**src/design/hsp_defines.svh**
```systemverilog
/*
  Offsets, fields, resets and timing counts of the port.
  Assumes a 200 MHz system clock.
*/
`ifndef HSP_DEFINES_SVH
`define HSP_DEFINES_SVH

// Register word indices; the byte address is four times the index.
`define HSP_IDX_GCTL 3'h0
`define HSP_IDX_ACTL 3'h1
`define HSP_IDX_BCTL 3'h2
`define HSP_IDX_ADIR 3'h3
`define HSP_IDX_BDIR 3'h4
`define HSP_IDX_ADAT 3'h5
`define HSP_IDX_BDAT 3'h6
`define HSP_IDX_STAT 3'h7

// Global control: mode field and four handshake sense bits.
`define HSP_MODE_HI 7
`define HSP_MODE_LO 6
`define HSP_SENSE_HI 3
`define HSP_SENSE_LO 0

// Port control: submode field and second handshake pin control.
`define HSP_SUB_HI 7
`define HSP_SUB_LO 6
`define HSP_H2C_HI 5
`define HSP_H2C_LO 3
`define HSP_H2C_PLS 4

// Global mode encodings.
`define HSP_MODE_U8 2'h0
`define HSP_MODE_U16 2'h1
`define HSP_MODE_B8 2'h2
`define HSP_MODE_B16 2'h3

// Second handshake pin control, upper two bits of the field.
`define HSP_H2_IN 2'h0
`define HSP_H2_GPO 2'h1
`define HSP_H2_ILK 2'h2
`define HSP_H2_PLS 2'h3

// Reset value of every software register.
`define HSP_RST_REG 8'h00

// Bus responses.
`define HSP_RESP_OKAY 2'h0
`define HSP_RESP_SLVERR 2'h2

// Pulsed handshake width, rounded up to whole cycles.
`define HSP_CLK_MHZ 200
`define HSP_PULSE_NS 20
`define HSP_PULSE_CYC ((`HSP_PULSE_NS * `HSP_CLK_MHZ + 999) / 1000)

`endif

```
**src/design/hsp_pkg.sv**
```systemverilog
/*
  Types shared by the port modules.
  Assumes no surroundings.
*/
package hsp_pkg;

  // What one handshake channel does with its data path.
  typedef enum logic [1:0] {
    HSP_ROLE_STAT,
    HSP_ROLE_DIN,
    HSP_ROLE_DOUT
  } hsp_role_t;

endpackage : hsp_pkg

```
**src/design/hsp_chan_if.sv**
```systemverilog
/*
  Signals between the top level and one channel.
  Assumes the host side drives configuration and one-cycle strobes.
*/
`timescale 1ns/10ps
interface hsp_chan_if #(parameter int W = 16);
  hsp_pkg::hsp_role_t role;
  logic [2:0] h2_ctl;
  logic sense_s;
  logic sense_h;
  logic strobe_pin;
  logic h2_pin;
  logic [W-1:0] pins;
  logic [W-1:0] wdata;
  logic wr;
  logic rd;
  logic clr_s;
  logic clr_h;
  logic [W-1:0] rd_data;
  logic [W-1:0] dout;
  logic [1:0] icnt;
  logic [1:0] ocnt;
  logic h2_o;
  logic h2_oe;
  logic fl_s;
  logic fl_h;

  modport host(output role, h2_ctl, sense_s, sense_h, strobe_pin, h2_pin,
               pins, wdata, wr, rd, clr_s, clr_h,
               input rd_data, dout, icnt, ocnt, h2_o, h2_oe, fl_s, fl_h);
  modport chan(input role, h2_ctl, sense_s, sense_h, strobe_pin, h2_pin,
               pins, wdata, wr, rd, clr_s, clr_h,
               output rd_data, dout, icnt, ocnt, h2_o, h2_oe, fl_s, fl_h);
endinterface : hsp_chan_if

```
**src/design/hsp_top.sv**
```systemverilog
/*
  Two-port handshake parallel port behind an AXI4-Lite slave.
  Assumes pin inputs synchronous to mclk_i.
*/
// Implementation choices: the address map and the AXI4-Lite interface to the registers.
`timescale 1ns/10ps
`include "hsp_defines.svh"
// Notes on behaviour
// - A two-bit global mode picks one of four port operating modes.
// - Each port has a two-bit submode refining its mode behaviour.
// - Unidirectional modes set each pin's direction from its direction bit.
// - Bidirectional ports ignore direction bits; handshake pins steer drivers.
// - Mode 0 submode 00: latched double-buffered input, strobe captures.
// - Mode 0 second pin: status input, output, interlocked or pulsed.
// - Mode 0 submode 01: double-buffered output, strobe means data taken.
// - Mode 0 submode 1X: plain pins; strobe status only, second pin status or output.
// - Port B mirrors port A submodes in mode 0.
// - Mode 1 port A is high byte or plain pins; submode ignored.
// - Mode 1 port B submode X0: latched input, strobe captures word.
// - Mode 1 port B submode X1: double-buffered output word.
// - Mode 1 port B second pin: status, output, or handshake partner.
// - Mode 2: A plain bits, B bidirectional byte, submodes unused.
// - Mode 2 A strobe acknowledges output and enables drivers.
// - Mode 2 B strobe latches input; B second pin handshakes it.
// - Mode 3 joins A high and B low into a bidirectional word.
// - Four global control bits set each handshake pin's active sense.
// - Modes 2 and 3 use the A strobe level to enable drivers.
// - Status register shows the live level of all four handshake pins.
module hsp_top #(
  parameter int PULSE_CYC = `HSP_PULSE_CYC
) (
  input wire logic mclk_i,
  input wire logic nrst_i,
  input wire logic s_axi_awvalid_i,
  output logic s_axi_awready_o,
  input wire logic [31:0] s_axi_awaddr_i,
  input wire logic s_axi_wvalid_i,
  output logic s_axi_wready_o,
  input wire logic [31:0] s_axi_wdata_i,
  input wire logic [3:0] s_axi_wstrb_i,
  output logic s_axi_bvalid_o,
  input wire logic s_axi_bready_i,
  output logic [1:0] s_axi_bresp_o,
  input wire logic s_axi_arvalid_i,
  output logic s_axi_arready_o,
  input wire logic [31:0] s_axi_araddr_i,
  output logic s_axi_rvalid_o,
  input wire logic s_axi_rready_i,
  output logic [31:0] s_axi_rdata_o,
  output logic [1:0] s_axi_rresp_o,
  input wire logic port_a_strobe_in_i,
  input wire logic port_a_handshake_second_i,
  output logic port_a_handshake_second_o,
  output logic port_a_handshake_second_oe_o,
  input wire logic port_b_strobe_in_i,
  input wire logic port_b_handshake_second_i,
  output logic port_b_handshake_second_o,
  output logic port_b_handshake_second_oe_o,
  input wire logic [7:0] first_port_pins_i,
  output logic [7:0] first_port_pins_o,
  output logic [7:0] first_port_pins_oe_o,
  input wire logic [7:0] second_port_pins_i,
  output logic [7:0] second_port_pins_o,
  output logic [7:0] second_port_pins_oe_o
);
  typedef struct packed {
    logic [1:0] mode;
    logic [3:0] sense;
    logic [1:0][7:0] pctl, ddr;
    logic [7:0] a_hold, b_hold;
    logic awrdy, awv, aerr;
    logic [2:0] aidx;
    logic wrdy, wv;
    logic [7:0] wd;
    logic wst;
    logic bvalid;
    logic [1:0] bresp;
    logic arrdy, rvalid;
    logic [7:0] rdata;
    logic [1:0] rresp;
    logic [7:0] pa_o, pa_oe, pb_o, pb_oe;
    logic [1:0] h2o, h2oe;
  } hsp_top_st_t;
  // Ready flags start high, all else zero.
  localparam hsp_top_st_t ST_RST = '{awrdy: 1'b1, wrdy: 1'b1,
                                     arrdy: 1'b1, default: '0};
  hsp_top_st_t q, d;
  hsp_pkg::hsp_role_t role_c [2];
  logic [2:0] h2c_c [2];
  logic [1:0][15:0] pins_c, wdat_c, rdd_c, dout_c;
  logic [1:0] wr_c, rd_c;
  logic [3:0] clr_c;
  logic [1:0] fls_c, flh_c, h2o_c, h2oe_c, stb_c, h2in_c;
  logic h1a, a_din, b_dout;
  logic [2:0] ridx;
  // Submode to channel role in mode 0.
  function automatic hsp_pkg::hsp_role_t sub_role(input logic [1:0] s);
    sub_role = s[1] ? hsp_pkg::HSP_ROLE_STAT :
               s[0] ? hsp_pkg::HSP_ROLE_DOUT : hsp_pkg::HSP_ROLE_DIN;
  endfunction : sub_role
  // Per pin: output latch or live pin.
  function automatic logic [7:0] mix(input logic [7:0] dir,
                                     input logic [7:0] hold,
                                     input logic [7:0] pin);
    mix = (dir & hold) | (~dir & pin);
  endfunction : mix
  //////////////////////////////////////////////////////////////////////
  // Mode decode per channel.
  assign role_c[0] = (q.mode == `HSP_MODE_U8) ?
                     sub_role(q.pctl[0][`HSP_SUB_HI:`HSP_SUB_LO]) :
                     (q.mode == `HSP_MODE_U16) ? hsp_pkg::HSP_ROLE_STAT :
                     hsp_pkg::HSP_ROLE_DOUT;
  assign role_c[1] = (q.mode == `HSP_MODE_U8) ?
                     sub_role(q.pctl[1][`HSP_SUB_HI:`HSP_SUB_LO]) :
                     (q.mode == `HSP_MODE_U16) ?
                     (q.pctl[1][`HSP_SUB_LO] ? hsp_pkg::HSP_ROLE_DOUT :
                      hsp_pkg::HSP_ROLE_DIN) :
                     hsp_pkg::HSP_ROLE_DIN;
  assign stb_c = {port_b_strobe_in_i, port_a_strobe_in_i};
  assign h2in_c = {port_b_handshake_second_i, port_a_handshake_second_i};
  assign pins_c[0] = (q.mode == `HSP_MODE_B16) ?
                     {first_port_pins_i, second_port_pins_i} :
                     {8'h00, first_port_pins_i};
  assign pins_c[1] = q.mode[0] ? {first_port_pins_i, second_port_pins_i} :
                     {8'h00, second_port_pins_i};
  assign h1a = (port_a_strobe_in_i == q.sense[0]);
  assign a_din = (role_c[0] == hsp_pkg::HSP_ROLE_DIN);
  assign b_dout = (role_c[1] == hsp_pkg::HSP_ROLE_DOUT);
  //////////////////////////////////////////////////////////////////////
  // Both channels; bidirectional modes force a handshake on pin two.
  generate
    for (genvar gi = 0; gi < 2; gi++) begin : g_ch
      hsp_chan_if #(.W(16)) ch ();
      assign h2c_c[gi] = q.mode[1] ?
                         {1'b1, q.pctl[gi][`HSP_H2C_PLS], 1'b0} :
                         q.pctl[gi][`HSP_H2C_HI:`HSP_H2C_LO];
      assign ch.role = role_c[gi];
      assign ch.h2_ctl = h2c_c[gi];
      assign ch.sense_s = q.sense[2 * gi];
      assign ch.sense_h = q.sense[2 * gi + 1];
      assign ch.strobe_pin = stb_c[gi];
      assign ch.h2_pin = h2in_c[gi];
      assign ch.pins = pins_c[gi];
      assign ch.wdata = wdat_c[gi];
      assign ch.wr = wr_c[gi];
      assign ch.rd = rd_c[gi];
      assign ch.clr_s = clr_c[2 * gi];
      assign ch.clr_h = clr_c[2 * gi + 1];
      assign rdd_c[gi] = ch.rd_data;
      assign dout_c[gi] = ch.dout;
      assign fls_c[gi] = ch.fl_s;
      assign flh_c[gi] = ch.fl_h;
      assign h2o_c[gi] = ch.h2_o;
      assign h2oe_c[gi] = ch.h2_oe;
      hsp_chan #(.W(16), .PULSE(PULSE_CYC)) u_chan (
        .mclk_i(mclk_i),
        .nrst_i(nrst_i),
        .ch(ch.chan)
      );
    end
  endgenerate
  //////////////////////////////////////////////////////////////////////
  // Bus slave, register file and pin drivers.
  always_comb begin
    d = q;
    wr_c = '0;
    rd_c = '0;
    clr_c = '0;
    wdat_c = '0;
    ridx = s_axi_araddr_i[4:2];
    // Address and data are taken in either order.
    if (s_axi_awvalid_i && q.awrdy) begin
      d.awv = 1'b1;
      d.awrdy = 1'b0;
      d.aidx = s_axi_awaddr_i[4:2];
      d.aerr = |s_axi_awaddr_i[31:5];
    end
    if (s_axi_wvalid_i && q.wrdy) begin
      d.wv = 1'b1;
      d.wrdy = 1'b0;
      d.wd = s_axi_wdata_i[7:0];
      d.wst = s_axi_wstrb_i[0];
    end
    if (q.bvalid && s_axi_bready_i) begin
      d.bvalid = 1'b0;
    end
    if (q.awv && q.wv && !q.bvalid) begin
      d.awv = 1'b0;
      d.wv = 1'b0;
      d.awrdy = 1'b1;
      d.wrdy = 1'b1;
      d.bvalid = 1'b1;
      d.bresp = q.aerr ? `HSP_RESP_SLVERR : `HSP_RESP_OKAY;
      if (!q.aerr && q.wst) begin
        case (q.aidx)
          `HSP_IDX_GCTL: begin
            d.mode = q.wd[`HSP_MODE_HI:`HSP_MODE_LO];
            d.sense = q.wd[`HSP_SENSE_HI:`HSP_SENSE_LO];
          end
          `HSP_IDX_ACTL: d.pctl[0] = q.wd;
          `HSP_IDX_BCTL: d.pctl[1] = q.wd;
          `HSP_IDX_ADIR: d.ddr[0] = q.wd;
          `HSP_IDX_BDIR: d.ddr[1] = q.wd;
          `HSP_IDX_ADAT: begin
            d.a_hold = q.wd;
            wr_c[0] = (q.mode == `HSP_MODE_U8) &&
                      (role_c[0] == hsp_pkg::HSP_ROLE_DOUT);
            wdat_c[0] = {8'h00, q.wd};
          end
          `HSP_IDX_BDAT: begin
            // The low byte completes a word; the high byte waits in A.
            d.b_hold = q.wd;
            case (q.mode)
              `HSP_MODE_U8: begin
                wr_c[1] = b_dout;
                wdat_c[1] = {8'h00, q.wd};
              end
              `HSP_MODE_U16: begin
                wr_c[1] = b_dout;
                wdat_c[1] = {q.a_hold, q.wd};
              end
              `HSP_MODE_B8: begin
                wr_c[0] = 1'b1;
                wdat_c[0] = {8'h00, q.wd};
              end
              default: begin
                wr_c[0] = 1'b1;
                wdat_c[0] = {q.a_hold, q.wd};
              end
            endcase
          end
          default: clr_c = q.wd[3:0];
        endcase
      end
    end
    if (q.rvalid && s_axi_rready_i) begin
      d.rvalid = 1'b0;
      d.arrdy = 1'b1;
    end
    if (s_axi_arvalid_i && q.arrdy) begin
      d.arrdy = 1'b0;
      d.rvalid = 1'b1;
      d.rdata = 8'h00;
      d.rresp = `HSP_RESP_OKAY;
      if (|s_axi_araddr_i[31:5]) begin
        d.rresp = `HSP_RESP_SLVERR;
      end else begin
        case (ridx)
          `HSP_IDX_GCTL: d.rdata = {q.mode, 2'h0, q.sense};
          `HSP_IDX_ACTL: d.rdata = q.pctl[0];
          `HSP_IDX_BCTL: d.rdata = q.pctl[1];
          `HSP_IDX_ADIR: d.rdata = q.ddr[0];
          `HSP_IDX_BDIR: d.rdata = q.ddr[1];
          `HSP_IDX_ADAT: begin
            // The high byte of a latched word is read without popping.
            if ((q.mode == `HSP_MODE_U8) && a_din) begin
              d.rdata = rdd_c[0][7:0];
              rd_c[0] = 1'b1;
            end else if (q.mode[0] && !b_dout) begin
              d.rdata = rdd_c[1][15:8];
            end else begin
              d.rdata = mix(q.ddr[0], q.a_hold, first_port_pins_i);
            end
          end
          `HSP_IDX_BDAT: begin
            if (role_c[1] == hsp_pkg::HSP_ROLE_DIN) begin
              d.rdata = rdd_c[1][7:0];
              rd_c[1] = 1'b1;
            end else begin
              d.rdata = mix(q.ddr[1], q.b_hold, second_port_pins_i);
            end
          end
          default: d.rdata = {port_b_handshake_second_i, port_b_strobe_in_i,
                              port_a_handshake_second_i, port_a_strobe_in_i,
                              flh_c[1], fls_c[1], flh_c[0], fls_c[0]};
        endcase
      end
    end
    // Pins: direction bits in modes 0 and 1 and for A in mode 2, A strobe level otherwise.
    case (q.mode)
      `HSP_MODE_U8: begin
        d.pa_o = (role_c[0] == hsp_pkg::HSP_ROLE_DOUT) ? dout_c[0][7:0] :
                 q.a_hold;
        d.pb_o = b_dout ? dout_c[1][7:0] : q.b_hold;
        d.pa_oe = q.ddr[0];
        d.pb_oe = q.ddr[1];
      end
      `HSP_MODE_U16: begin
        d.pa_o = b_dout ? dout_c[1][15:8] : q.a_hold;
        d.pb_o = b_dout ? dout_c[1][7:0] : q.b_hold;
        d.pa_oe = q.ddr[0];
        d.pb_oe = q.ddr[1];
      end
      `HSP_MODE_B8: begin
        d.pa_o = q.a_hold;
        d.pa_oe = q.ddr[0];
        d.pb_o = dout_c[0][7:0];
        d.pb_oe = {8{h1a}};
      end
      default: begin
        d.pa_o = dout_c[0][15:8];
        d.pb_o = dout_c[0][7:0];
        d.pa_oe = {8{h1a}};
        d.pb_oe = {8{h1a}};
      end
    endcase
    d.h2o = h2o_c;
    d.h2oe = h2oe_c;
  end
  //////////////////////////////////////////////////////////////////////
  // Top state register.
  always_ff @(posedge mclk_i or negedge nrst_i) begin
    if (!nrst_i) begin
      q <= ST_RST;
    end else begin
      q <= d;
    end
  end
  // Outputs straight from the state register.
  assign s_axi_awready_o = q.awrdy;
  assign s_axi_wready_o = q.wrdy;
  assign s_axi_bvalid_o = q.bvalid;
  assign s_axi_bresp_o = q.bresp;
  assign s_axi_arready_o = q.arrdy;
  assign s_axi_rvalid_o = q.rvalid;
  assign s_axi_rdata_o = {24'h000000, q.rdata};
  assign s_axi_rresp_o = q.rresp;
  assign first_port_pins_o = q.pa_o;
  assign first_port_pins_oe_o = q.pa_oe;
  assign second_port_pins_o = q.pb_o;
  assign second_port_pins_oe_o = q.pb_oe;
  assign port_a_handshake_second_o = q.h2o[0];
  assign port_a_handshake_second_oe_o = q.h2oe[0];
  assign port_b_handshake_second_o = q.h2o[1];
  assign port_b_handshake_second_oe_o = q.h2oe[1];
endmodule : hsp_top

```
**src/design/hsp_chan.sv**
```systemverilog
/*
  One handshake channel with two-deep input and output buffers.
  Assumes synchronous pins and one-cycle wr/rd strobes.
*/
`timescale 1ns/10ps
`include "hsp_defines.svh"
module hsp_chan #(
  parameter int W = 16,
  parameter int PULSE = 4
) (
  input wire logic mclk_i,
  input wire logic nrst_i,
  hsp_chan_if.chan ch
);

  localparam logic [7:0] PULSE_C = 8'(PULSE);

  typedef struct packed {
    logic s_prev;
    logic h_prev;
    logic fl_s;
    logic fl_h;
    logic [1:0] icnt;
    logic [W-1:0] i0;
    logic [W-1:0] i1;
    logic [1:0] ocnt;
    logic [W-1:0] o0;
    logic [W-1:0] o1;
    logic [7:0] pcnt;
  } hsp_chan_st_t;

  hsp_chan_st_t q;
  hsp_chan_st_t d;
  logic s_act;
  logic h_act;
  logic s_edge;
  logic h_edge;
  logic h_in;
  logic h_asrt;

  //////////////////////////////////////////////////////////////////////
  // Sense, edges, buffers and second pin.
  always_comb begin
    d = q;
    s_act = (ch.strobe_pin == ch.sense_s);
    h_act = (ch.h2_pin == ch.sense_h);
    s_edge = s_act & ~q.s_prev;
    h_edge = h_act & ~q.h_prev;
    d.s_prev = s_act;
    d.h_prev = h_act;
    // A status channel senses instead of interlocking or pulsing.
    h_in = (ch.h2_ctl[2:1] == `HSP_H2_IN) ||
           (ch.role == hsp_pkg::HSP_ROLE_STAT && ch.h2_ctl[2]);
    // Set wins over a clear arriving in the same cycle.
    d.fl_s = (q.fl_s & ~ch.clr_s) | s_edge;
    d.fl_h = (q.fl_h & ~ch.clr_h) | (h_edge & h_in);
    if (q.pcnt != 8'h00) begin
      d.pcnt = q.pcnt - 8'h01;
    end
    if (ch.role != hsp_pkg::HSP_ROLE_DIN) begin
      d.icnt = 2'h0;
    end
    if (ch.role != hsp_pkg::HSP_ROLE_DOUT) begin
      d.ocnt = 2'h0;
    end
    case (ch.role)
      hsp_pkg::HSP_ROLE_DIN: begin
        // Reading frees the head before the strobe may refill it.
        if (ch.rd && q.icnt != 2'h0) begin
          d.i0 = q.i1;
          d.icnt = q.icnt - 2'h1;
        end
        if (s_edge && d.icnt != 2'h2) begin
          if (d.icnt == 2'h0) begin
            d.i0 = ch.pins;
          end else begin
            d.i1 = ch.pins;
          end
          d.icnt = d.icnt + 2'h1;
          d.pcnt = PULSE_C;
        end
      end
      hsp_pkg::HSP_ROLE_DOUT: begin
        // The strobe says the peripheral took the head word.
        if (s_edge && q.ocnt != 2'h0) begin
          if (q.ocnt == 2'h2) begin
            d.o0 = q.o1;
            d.pcnt = PULSE_C;
          end
          d.ocnt = q.ocnt - 2'h1;
        end
        // A write into a full buffer is dropped; the top never reads ocnt.
        if (ch.wr && d.ocnt != 2'h2) begin
          if (d.ocnt == 2'h0) begin
            d.o0 = ch.wdata;
            d.pcnt = PULSE_C;
          end else begin
            d.o1 = ch.wdata;
          end
          d.ocnt = d.ocnt + 2'h1;
        end
      end
      default: begin
        d.pcnt = 8'h00;
      end
    endcase
    case (ch.h2_ctl[2:1])
      `HSP_H2_GPO: h_asrt = ch.h2_ctl[0];
      `HSP_H2_ILK: h_asrt = (ch.role == hsp_pkg::HSP_ROLE_DIN) ?
                            (q.icnt != 2'h2) : (q.ocnt != 2'h0);
      `HSP_H2_PLS: h_asrt = (q.pcnt != 8'h00);
      default: h_asrt = 1'b0;
    endcase
    if (h_in) begin
      h_asrt = 1'b0;
    end
  end

  //////////////////////////////////////////////////////////////////////
  // Channel state register.
  always_ff @(posedge mclk_i or negedge nrst_i) begin
    if (!nrst_i) begin
      q <= '0;
    end else begin
      q <= d;
    end
  end

  // Results back to the top level.
  assign ch.rd_data = q.i0;
  assign ch.dout = q.o0;
  assign ch.icnt = q.icnt;
  assign ch.ocnt = q.ocnt;
  assign ch.fl_s = q.fl_s;
  assign ch.fl_h = q.fl_h;
  assign ch.h2_o = h_asrt ? ch.sense_h : ~ch.sense_h;
  assign ch.h2_oe = ~h_in;

endmodule : hsp_chan

```
**config.mk**
```make
export PLATFORM = sky130hd
export DESIGN_NAME = hsp_top
export DESIGN_NICKNAME = d
export VERILOG_FILES = /design/src/design/hsp_pkg.sv /design/src/design/hsp_chan_if.sv /design/src/design/hsp_top.sv /design/src/design/hsp_chan.sv
export VERILOG_INCLUDE_DIRS = /design/src /design/src/design
export SDC_FILE = /design/constraint.sdc
export NUM_CORES = 1
export LEC_CHECK = 0
export BUFFER_PORTS_ARGS = -buffer_cell sky130_fd_sc_hd__buf_2
export CORE_ASPECT_RATIO = 2
export CORE_MARGIN = 1.5
export CORE_UTILIZATION = 55
export CTS_CLUSTER_DIAMETER = 150
export DETAILED_ROUTE_END_ITERATION = 10
export GPL_ROUTABILITY_DRIVEN = 0
export GPL_TIMING_DRIVEN = 0
export PLACE_DENSITY = 0.77
export SLEW_MARGIN = 20
export SYNTH_ARGS = -nofsm -noshare
export SYNTH_HDL_FRONTEND = slang
export SYNTH_SLANG_ARGS = --single-unit
```
**constraint.sdc**
```tcl
create_clock -name mclk_i -period 4.58 [get_ports mclk_i]
set_input_delay 0.916 -clock mclk_i [delete_from_list [all_inputs] [get_ports mclk_i]]
set_output_delay 0.916 -clock mclk_i [all_outputs]
set_load 0.01 [all_outputs]
```
### After elaboration in Yosys (flattened, before gate mapping)

Cells that the tools add are included.

* register bits: 282
* input port bits: 127
* output and inout bits: 77
* logic and storage cells: 303

* $add $sub $neg: 10
* eq/ne operators: 41
* mux-type cells: 102
* bitwise operators: 38
* reduce and logical (&&, ||, !) cells: 62

Operators by type and width (number)
* 2-to-1 mux 16 bit: 13
* 2-to-1 mux 34 bit: 6
* 2-to-1 mux 18 bit: 8
* 2-to-1 mux 8 bit: 17
* case mux 16 bit (2 select lines): 3
* case mux 32 bit (3 select lines): 1
* 2-to-1 mux 42 bit: 2
* 2-to-1 mux 32 bit: 2
* case mux 8 bit (7 select lines): 1
* OR reduction 27 bit: 2
* 2-to-1 mux 2 bit: 21
* AND reduction 3 bit: 11
* bitwise AND 8 bit: 4
* case mux 8 bit (2 select lines): 2
* logical AND 1 bit: 21
* equality test 2 bit, second input constant: 10
* equality test 3 bit, second input constant: 6
* logical NOT 2 bit: 9
* inequality test 2 bit, second input constant: 8
* NOT 1 bit: 16
* NOT 8 bit: 2
* OR 8 bit: 2
* nonzero test 2 bit: 8
* nonzero test 8 bit: 2
* 23 further kinds: 76

### Depth between registers and ports, before layout

* depth in word-level cells: 16
* depth in mapped cells: 20

### Cells and area by module

Synthesis repeated with hierarchy kept, for this count alone.

* cell total of the unflattened synthesis: 1418
* area total of the unflattened synthesis: 15144.5 um^2

By module, submodules not included
* hsp_chan: instances 2, cells each 355, area each 4093.9 um^2, sequential area each 2001.9 um^2
* hsp_top: instances 1, cells each 708, area each 6956.7 um^2, sequential area each 3006.6 um^2

### Worst setup path before layout

No wires, ideal clock.

* path kind: register to register
* from: register q[120] (netlist name)
* to: register g_ch[0].u_chan.q (netlist bit g_ch[0].u_chan.ch.rd_data[1])
* arrival: 4.082 ns
* data required time: 4.493 ns
* slack: 0.411 ns
* cell stages (with the launch flop): 21
* buffers on the path: 6
* period minus slack after synthesis: 4.169 ns
* cell sequence: dfrtp_1 -> buf_2 -> buf_2 -> buf_1 -> nor3b_1 -> or2_2 -> inv_1 -> ha_1 -> buf_2 -> nor3b_4 -> nor4b_2 -> nand3_1 -> clkbuf_1 -> nand3_1 -> o21ai_0 -> ha_1 -> nor3_1 -> nand2_1 -> clkbuf_1 -> o31a_1 -> o211ai_1

* cells in the longest elaborated chain, start to end: 15
* elaborated cells between the ends (all ways): 22
* classes of those cells: eq/ne: 5; mux: 12; reduce/logical: 5

Ends and longest elaborated chain
* start, declared: RTL line hsp_top.sv:87 `hsp_top_st_t q, d;`
* start signal, assigned: RTL line hsp_top.sv:314 `q <= ST_RST;`
* start signal, assigned: RTL line hsp_top.sv:316 `q <= d;`
* equality test 2 x 1 -> 1 bit
* 2-to-1 mux 2 bit: RTL line hsp_top.sv:111 `` (q.mode == `HSP_MODE_U16) ? hsp_pkg::HSP_ROLE_STAT : ``
* 2-to-1 mux 2 bit: RTL line hsp_top.sv:109 `` assign role_c[0] = (q.mode == `HSP_MODE_U8) ? ``
* equality test 2 x 1 -> 1 bit: RTL line hsp_top.sv:127, hsp_chan.sv:66
* logical AND 1 bit: RTL line hsp_top.sv:256 `` if ((q.mode == `HSP_MODE_U8) && a_din) begin ``
* 2-to-1 mux 1 bit: RTL line hsp_top.sv:256
* 2-to-1 mux 1 bit: RTL line hsp_top.sv:248 `case (ridx)`
* 2-to-1 mux 2 bit: RTL line hsp_top.sv:245 `if (|s_axi_araddr_i[31:5]) begin`
* 2-to-1 mux 2 bit: RTL line hsp_top.sv:240 `if (s_axi_arvalid_i && q.arrdy) begin`
* logical AND 1 bit: RTL line hsp_chan.sv:69 `if (ch.rd && q.icnt != 2'h0) begin`
* 2-to-1 mux 18 bit: RTL line hsp_chan.sv:69
* 2-to-1 mux 18 bit: RTL line hsp_chan.sv:66 `case (ch.role)`
* logical NOT 2 bit / inequality test 2 bit (equally long branches): RTL line hsp_chan.sv:74, hsp_chan.sv:73
* 2-to-1 mux 16 bit / logical AND 1 bit (equally long branches): RTL line hsp_chan.sv:74, hsp_chan.sv:73
* 2-to-1 mux 34 bit: RTL line hsp_chan.sv:73 `if (s_edge && d.icnt != 2'h2) begin`
* end signal, assigned: RTL line hsp_chan.sv:123 `q <= '0;`
* end signal, assigned: RTL line hsp_chan.sv:125 `q <= d;`
* end, declared: RTL line hsp_chan.sv:32 `hsp_chan_st_t q;`

Parallel ways exist; a longest one is shown, timed or not. The select of a mux whose other input is x is not followed.
A chain may end at the register's enable or synchronous reset.

### Final worst setup path

* from: register q[120] (netlist name)
* to: register g_ch[0].u_chan.q (netlist bit g_ch[0].u_chan.ch.rd_data[3])

Same word-level chain as after synthesis.

==> impl_metrics.toml <==
[place]
post_dp_cell_area_um2 = 15100
place_hpwl_um = 29700
dp_cells = 1876
io_buffers = 145

[power]
clockPowerShare_pct = 23.3
pwr-share-seq_pct = 35.2
p_sw_mw = 3.72
switching_share_pct = 38.9
leakage_nw = 7.70
pwr-share-comb_pct = 41.5
worst_ir_drop_vdd_uv = 323
p_per_area_nw_per_um2 = 592
internal-power_mw = 5.83
power.total_mw = 9.55

[synthesis]
ys_types = 75
synth_area_leaders = "dfrtp_1 47%, mux2_2 7.3%, nand2_1 4.5%, mux2i_1 4.3%, o21ai_0 4.0%"
yosysWarningCount = 0
syn_inst = 1372
synthFlopType = "dfrtp_1"
ys_seq_area_share_pct = 47.9
syn_avg_cell_area_um2 = 10.1
synthArstFlopShare_pct = 100
yosys.area.top_type_share_pct = 47.3
yosysTopAreaCell = "dfrtp_1"
synth-edff-count = 0
syn_area_um2 = 13800
ys_seq_elements = 264

[setup_path]
crit_chain = "buf_2 > buf_4 > buf_4 > nor3b_1 > or2_2 > inv_1 > ha_1 > buf_2 > nor3b_4 > nor4b_2 > nand3_2 > buf_2 > nand3_1 > o21ai_0 > ha_1 > nor3_4 > nand2_1 > clkbuf_2 > o31a_1 > o211ai_1"
r2r-start = "q[120]"
cpPeakStageDelay_ps = 320
worst-endpoint-arrival_ps = 4830
critPathLaunch = "q[120]"
cpMostUsedCell = "buf_2"
cp.buffers_inverters = 7
critPathSlowestCell = "dfrtp_1"
end_kind = "register"
cp_top_family = "simple AND/OR/NAND/NOR gates"
cp.required_ps = 5020
worstSetupPathType = "reg -> reg"
crit_path_start_kind = "register"
path_max_fanout = 10

[timing]
max_slew.worst_pin.slew_ps = 1090
fin_worst_skew_ps = 21.2
min_period_over_period_pct = 95.7
setup_violations = 0
fmax_mhz = 228
relSlewSlack_pct = 26.7
final_max_slew_viol_count = 0
fin_crit_ps = 4380
hold_viol_final = 0

[finish]
nNetsFinal = 1729
fin_util_pct = 65.7
fin_area_um2 = 16100
finalNonFillerCells = 1925
fill_cells = 1992
diodes = 0
layout-drive-gt1-share_pct = 26.9
area_growth_pct = 16.9

[min_path]
hp-class = "in -> async"

[clock_network]
cts_buffers = 23
cts_root_buf = "clkbuf_16"
insertion_delay_ps = 540
cts-hold-fix-buffers = 0
cts_max_path_buffers = 3
cts_sinks = 264
ctsHtreeMaxLevel = 1
clk_pin_slew_worst_paths_ps = 70
cts_tree = "yes"

[routing]
viasPerCell = 5.83
vias = 11200
drc_errors = 0
wl_per_cell_um = 20.6
drt_iter0_markers = 790
drt-total-wl_um = 39600
first_pass_iters = 5
ant_nets = 0

[grt]
grt_max_degree = 100
antenna_found_initial = 0
grt_overflow = 0
grt_usage_pct = 30.7
grt_pass1_wl_um = 60700
grt_pass1_vias = 11300

[die]
die_area_um2 = 26100
coreArea_um2 = 24500
initial_core_util_pct = 56.3
fp.dieW_um = 115
num_rows = 81
io_pins = 204
fp.dieH_um = 227

[flow_run]
drv_cap = 0

[outcome]
outcome = "finished clean"
cell type report:
type / instances / area, um2 / area share [%]
sequential: 264 / 6610 / 41.0
multi-input combinational: 917 / 6240 / 38.7
buffer: 154 / 922 / 5.72
timing repair buffer: 156 / 858 / 5.32
clock buffer: 28 / 614 / 3.81
tap: 332 / 415 / 2.58
clock inverter: 14 / 240 / 1.49
inverter: 60 / 225 / 1.40
power groups by stage:
stage,Combinational [mW],Sequential [mW],Clock [mW]
4_1_cts,3.85,3.35,2.23
6_report,3.96,3.36,2.22
5_1_grt,4.26,3.42,2.32
3_3_place_gp,3.65,3.37,0
2_1_floorplan,2.58,3.24,0
3_5_place_dp,3.75,3.38,0
routing by layer:
metal	track usage, %	part of all wire [%]
met2	55.1	51
met5	0	0
met4	26.2	10
met1	31.0	34
met3	3.94	5.6
layout by cell type (no fill, tap or decap), types with 19 or more instances in the layout:
cell         n
a21oi_1     26
buf_2      164
buf_4       85
clkbuf_1    43
clkbuf_16   23
conb_1      26
dfrtp_1    261
ha_1        25
inv_1       60
mux2_2      90
mux2i_1     59
nand2_1    166
nand3_1     67
nor2_1      55
o211ai_1    24
o21ai_0    109
xnor2_1     19
repair_timing:
item / 4_1_cts / 5_1_grt
pin swaps: 3 / 2
setup buffers: 4 / 5
hold endpoints to repair: 0 / 0
cloned: 0 / 0
gates resized for setup: 20 / 11
endpoints found under the setup margin: 118 / 67
per-stage QoR:
step                      hold WS [ps]  setup WS, ps  TNS [ps]
after floorplan                    438           411         0
after global placement             451         -2110   -606490
after detailed placement           458         -1230    -70790
after CTS                          346          3.33         0
after global routing               377         -3.44     -6.54
final                              317           196         0
logic make-up after synthesis:
logic type	count (synthesis)	synth area share, %
buffers and inverters	216	8.19
AO/OA/AOI/OAI	268	12.6
AND/OR/NAND/NOR	420	15.2
other	1	0.0272
flip-flops	264	47.9
adder cells (fa/ha/maj)	26	2.36
XOR/XNOR	26	1.70
multiplexers	151	12.0
cell usage after synthesis, types with 12 or more instances:
| cell | n |
|---|---|
| a21oi_1 | 26 |
| a221oi_1 | 16 |
| and2_1 | 15 |
| buf_2 | 21 |
| buf_4 | 72 |
| clkbuf_1 | 52 |
| dfrtp_1 | 261 |
| ha_1 | 26 |
| inv_1 | 60 |
| mux2_2 | 90 |
| mux2i_1 | 59 |
| nand2_1 | 166 |
| nand3_1 | 68 |
| nor2_1 | 55 |
| nor2b_1 | 12 |
| nor3_1 | 20 |
| nor4_1 | 20 |
| o211ai_1 | 24 |
| o21ai_0 | 109 |
| xnor2_1 | 19 |
state kept, by name, indices dropped and copies added, names as in the netlist, 2 cells and up:
signal                  count
second_port_pins_o          8
g_ch.ch.sense_s             2
g_ch.u_chan.ch.fl_s         2
g_ch.u_chan.ch.fl_h         2
g_ch.u_chan.ch.icnt         4
s_axi_rdata_o               8
g_ch.u_chan.q              76
g_ch.u_chan.ch.dout        32
g_ch.u_chan.ch.ocnt         4
g_ch.u_chan.ch.rd_data     24
first_port_pins_oe_o        8
second_port_pins_oe_o       8
first_port_pins_o           8
g_ch.ch.sense_h             2
q                          65
path summary, 6_finish.rpt:
kind | endpoint | slack, ps | cells past startpoint
worst min-delay path | g_ch[1].u_chan.q[13] | 320 | 1
worst max-delay path | g_ch[0].u_chan.ch.rd_data[3] | 200 | 20
max in group asynchronous | first_port_pins_oe_o[3] | 3330 | 2
worst max register to register | g_ch[0].u_chan.ch.rd_data[3] | 200 | 20
min in group mclk_i | g_ch[1].u_chan.q[15] | 470 | 2
worst min register to register | g_ch[1].u_chan.q[15] | 470 | 2
(Power assumes the default switching activity.)
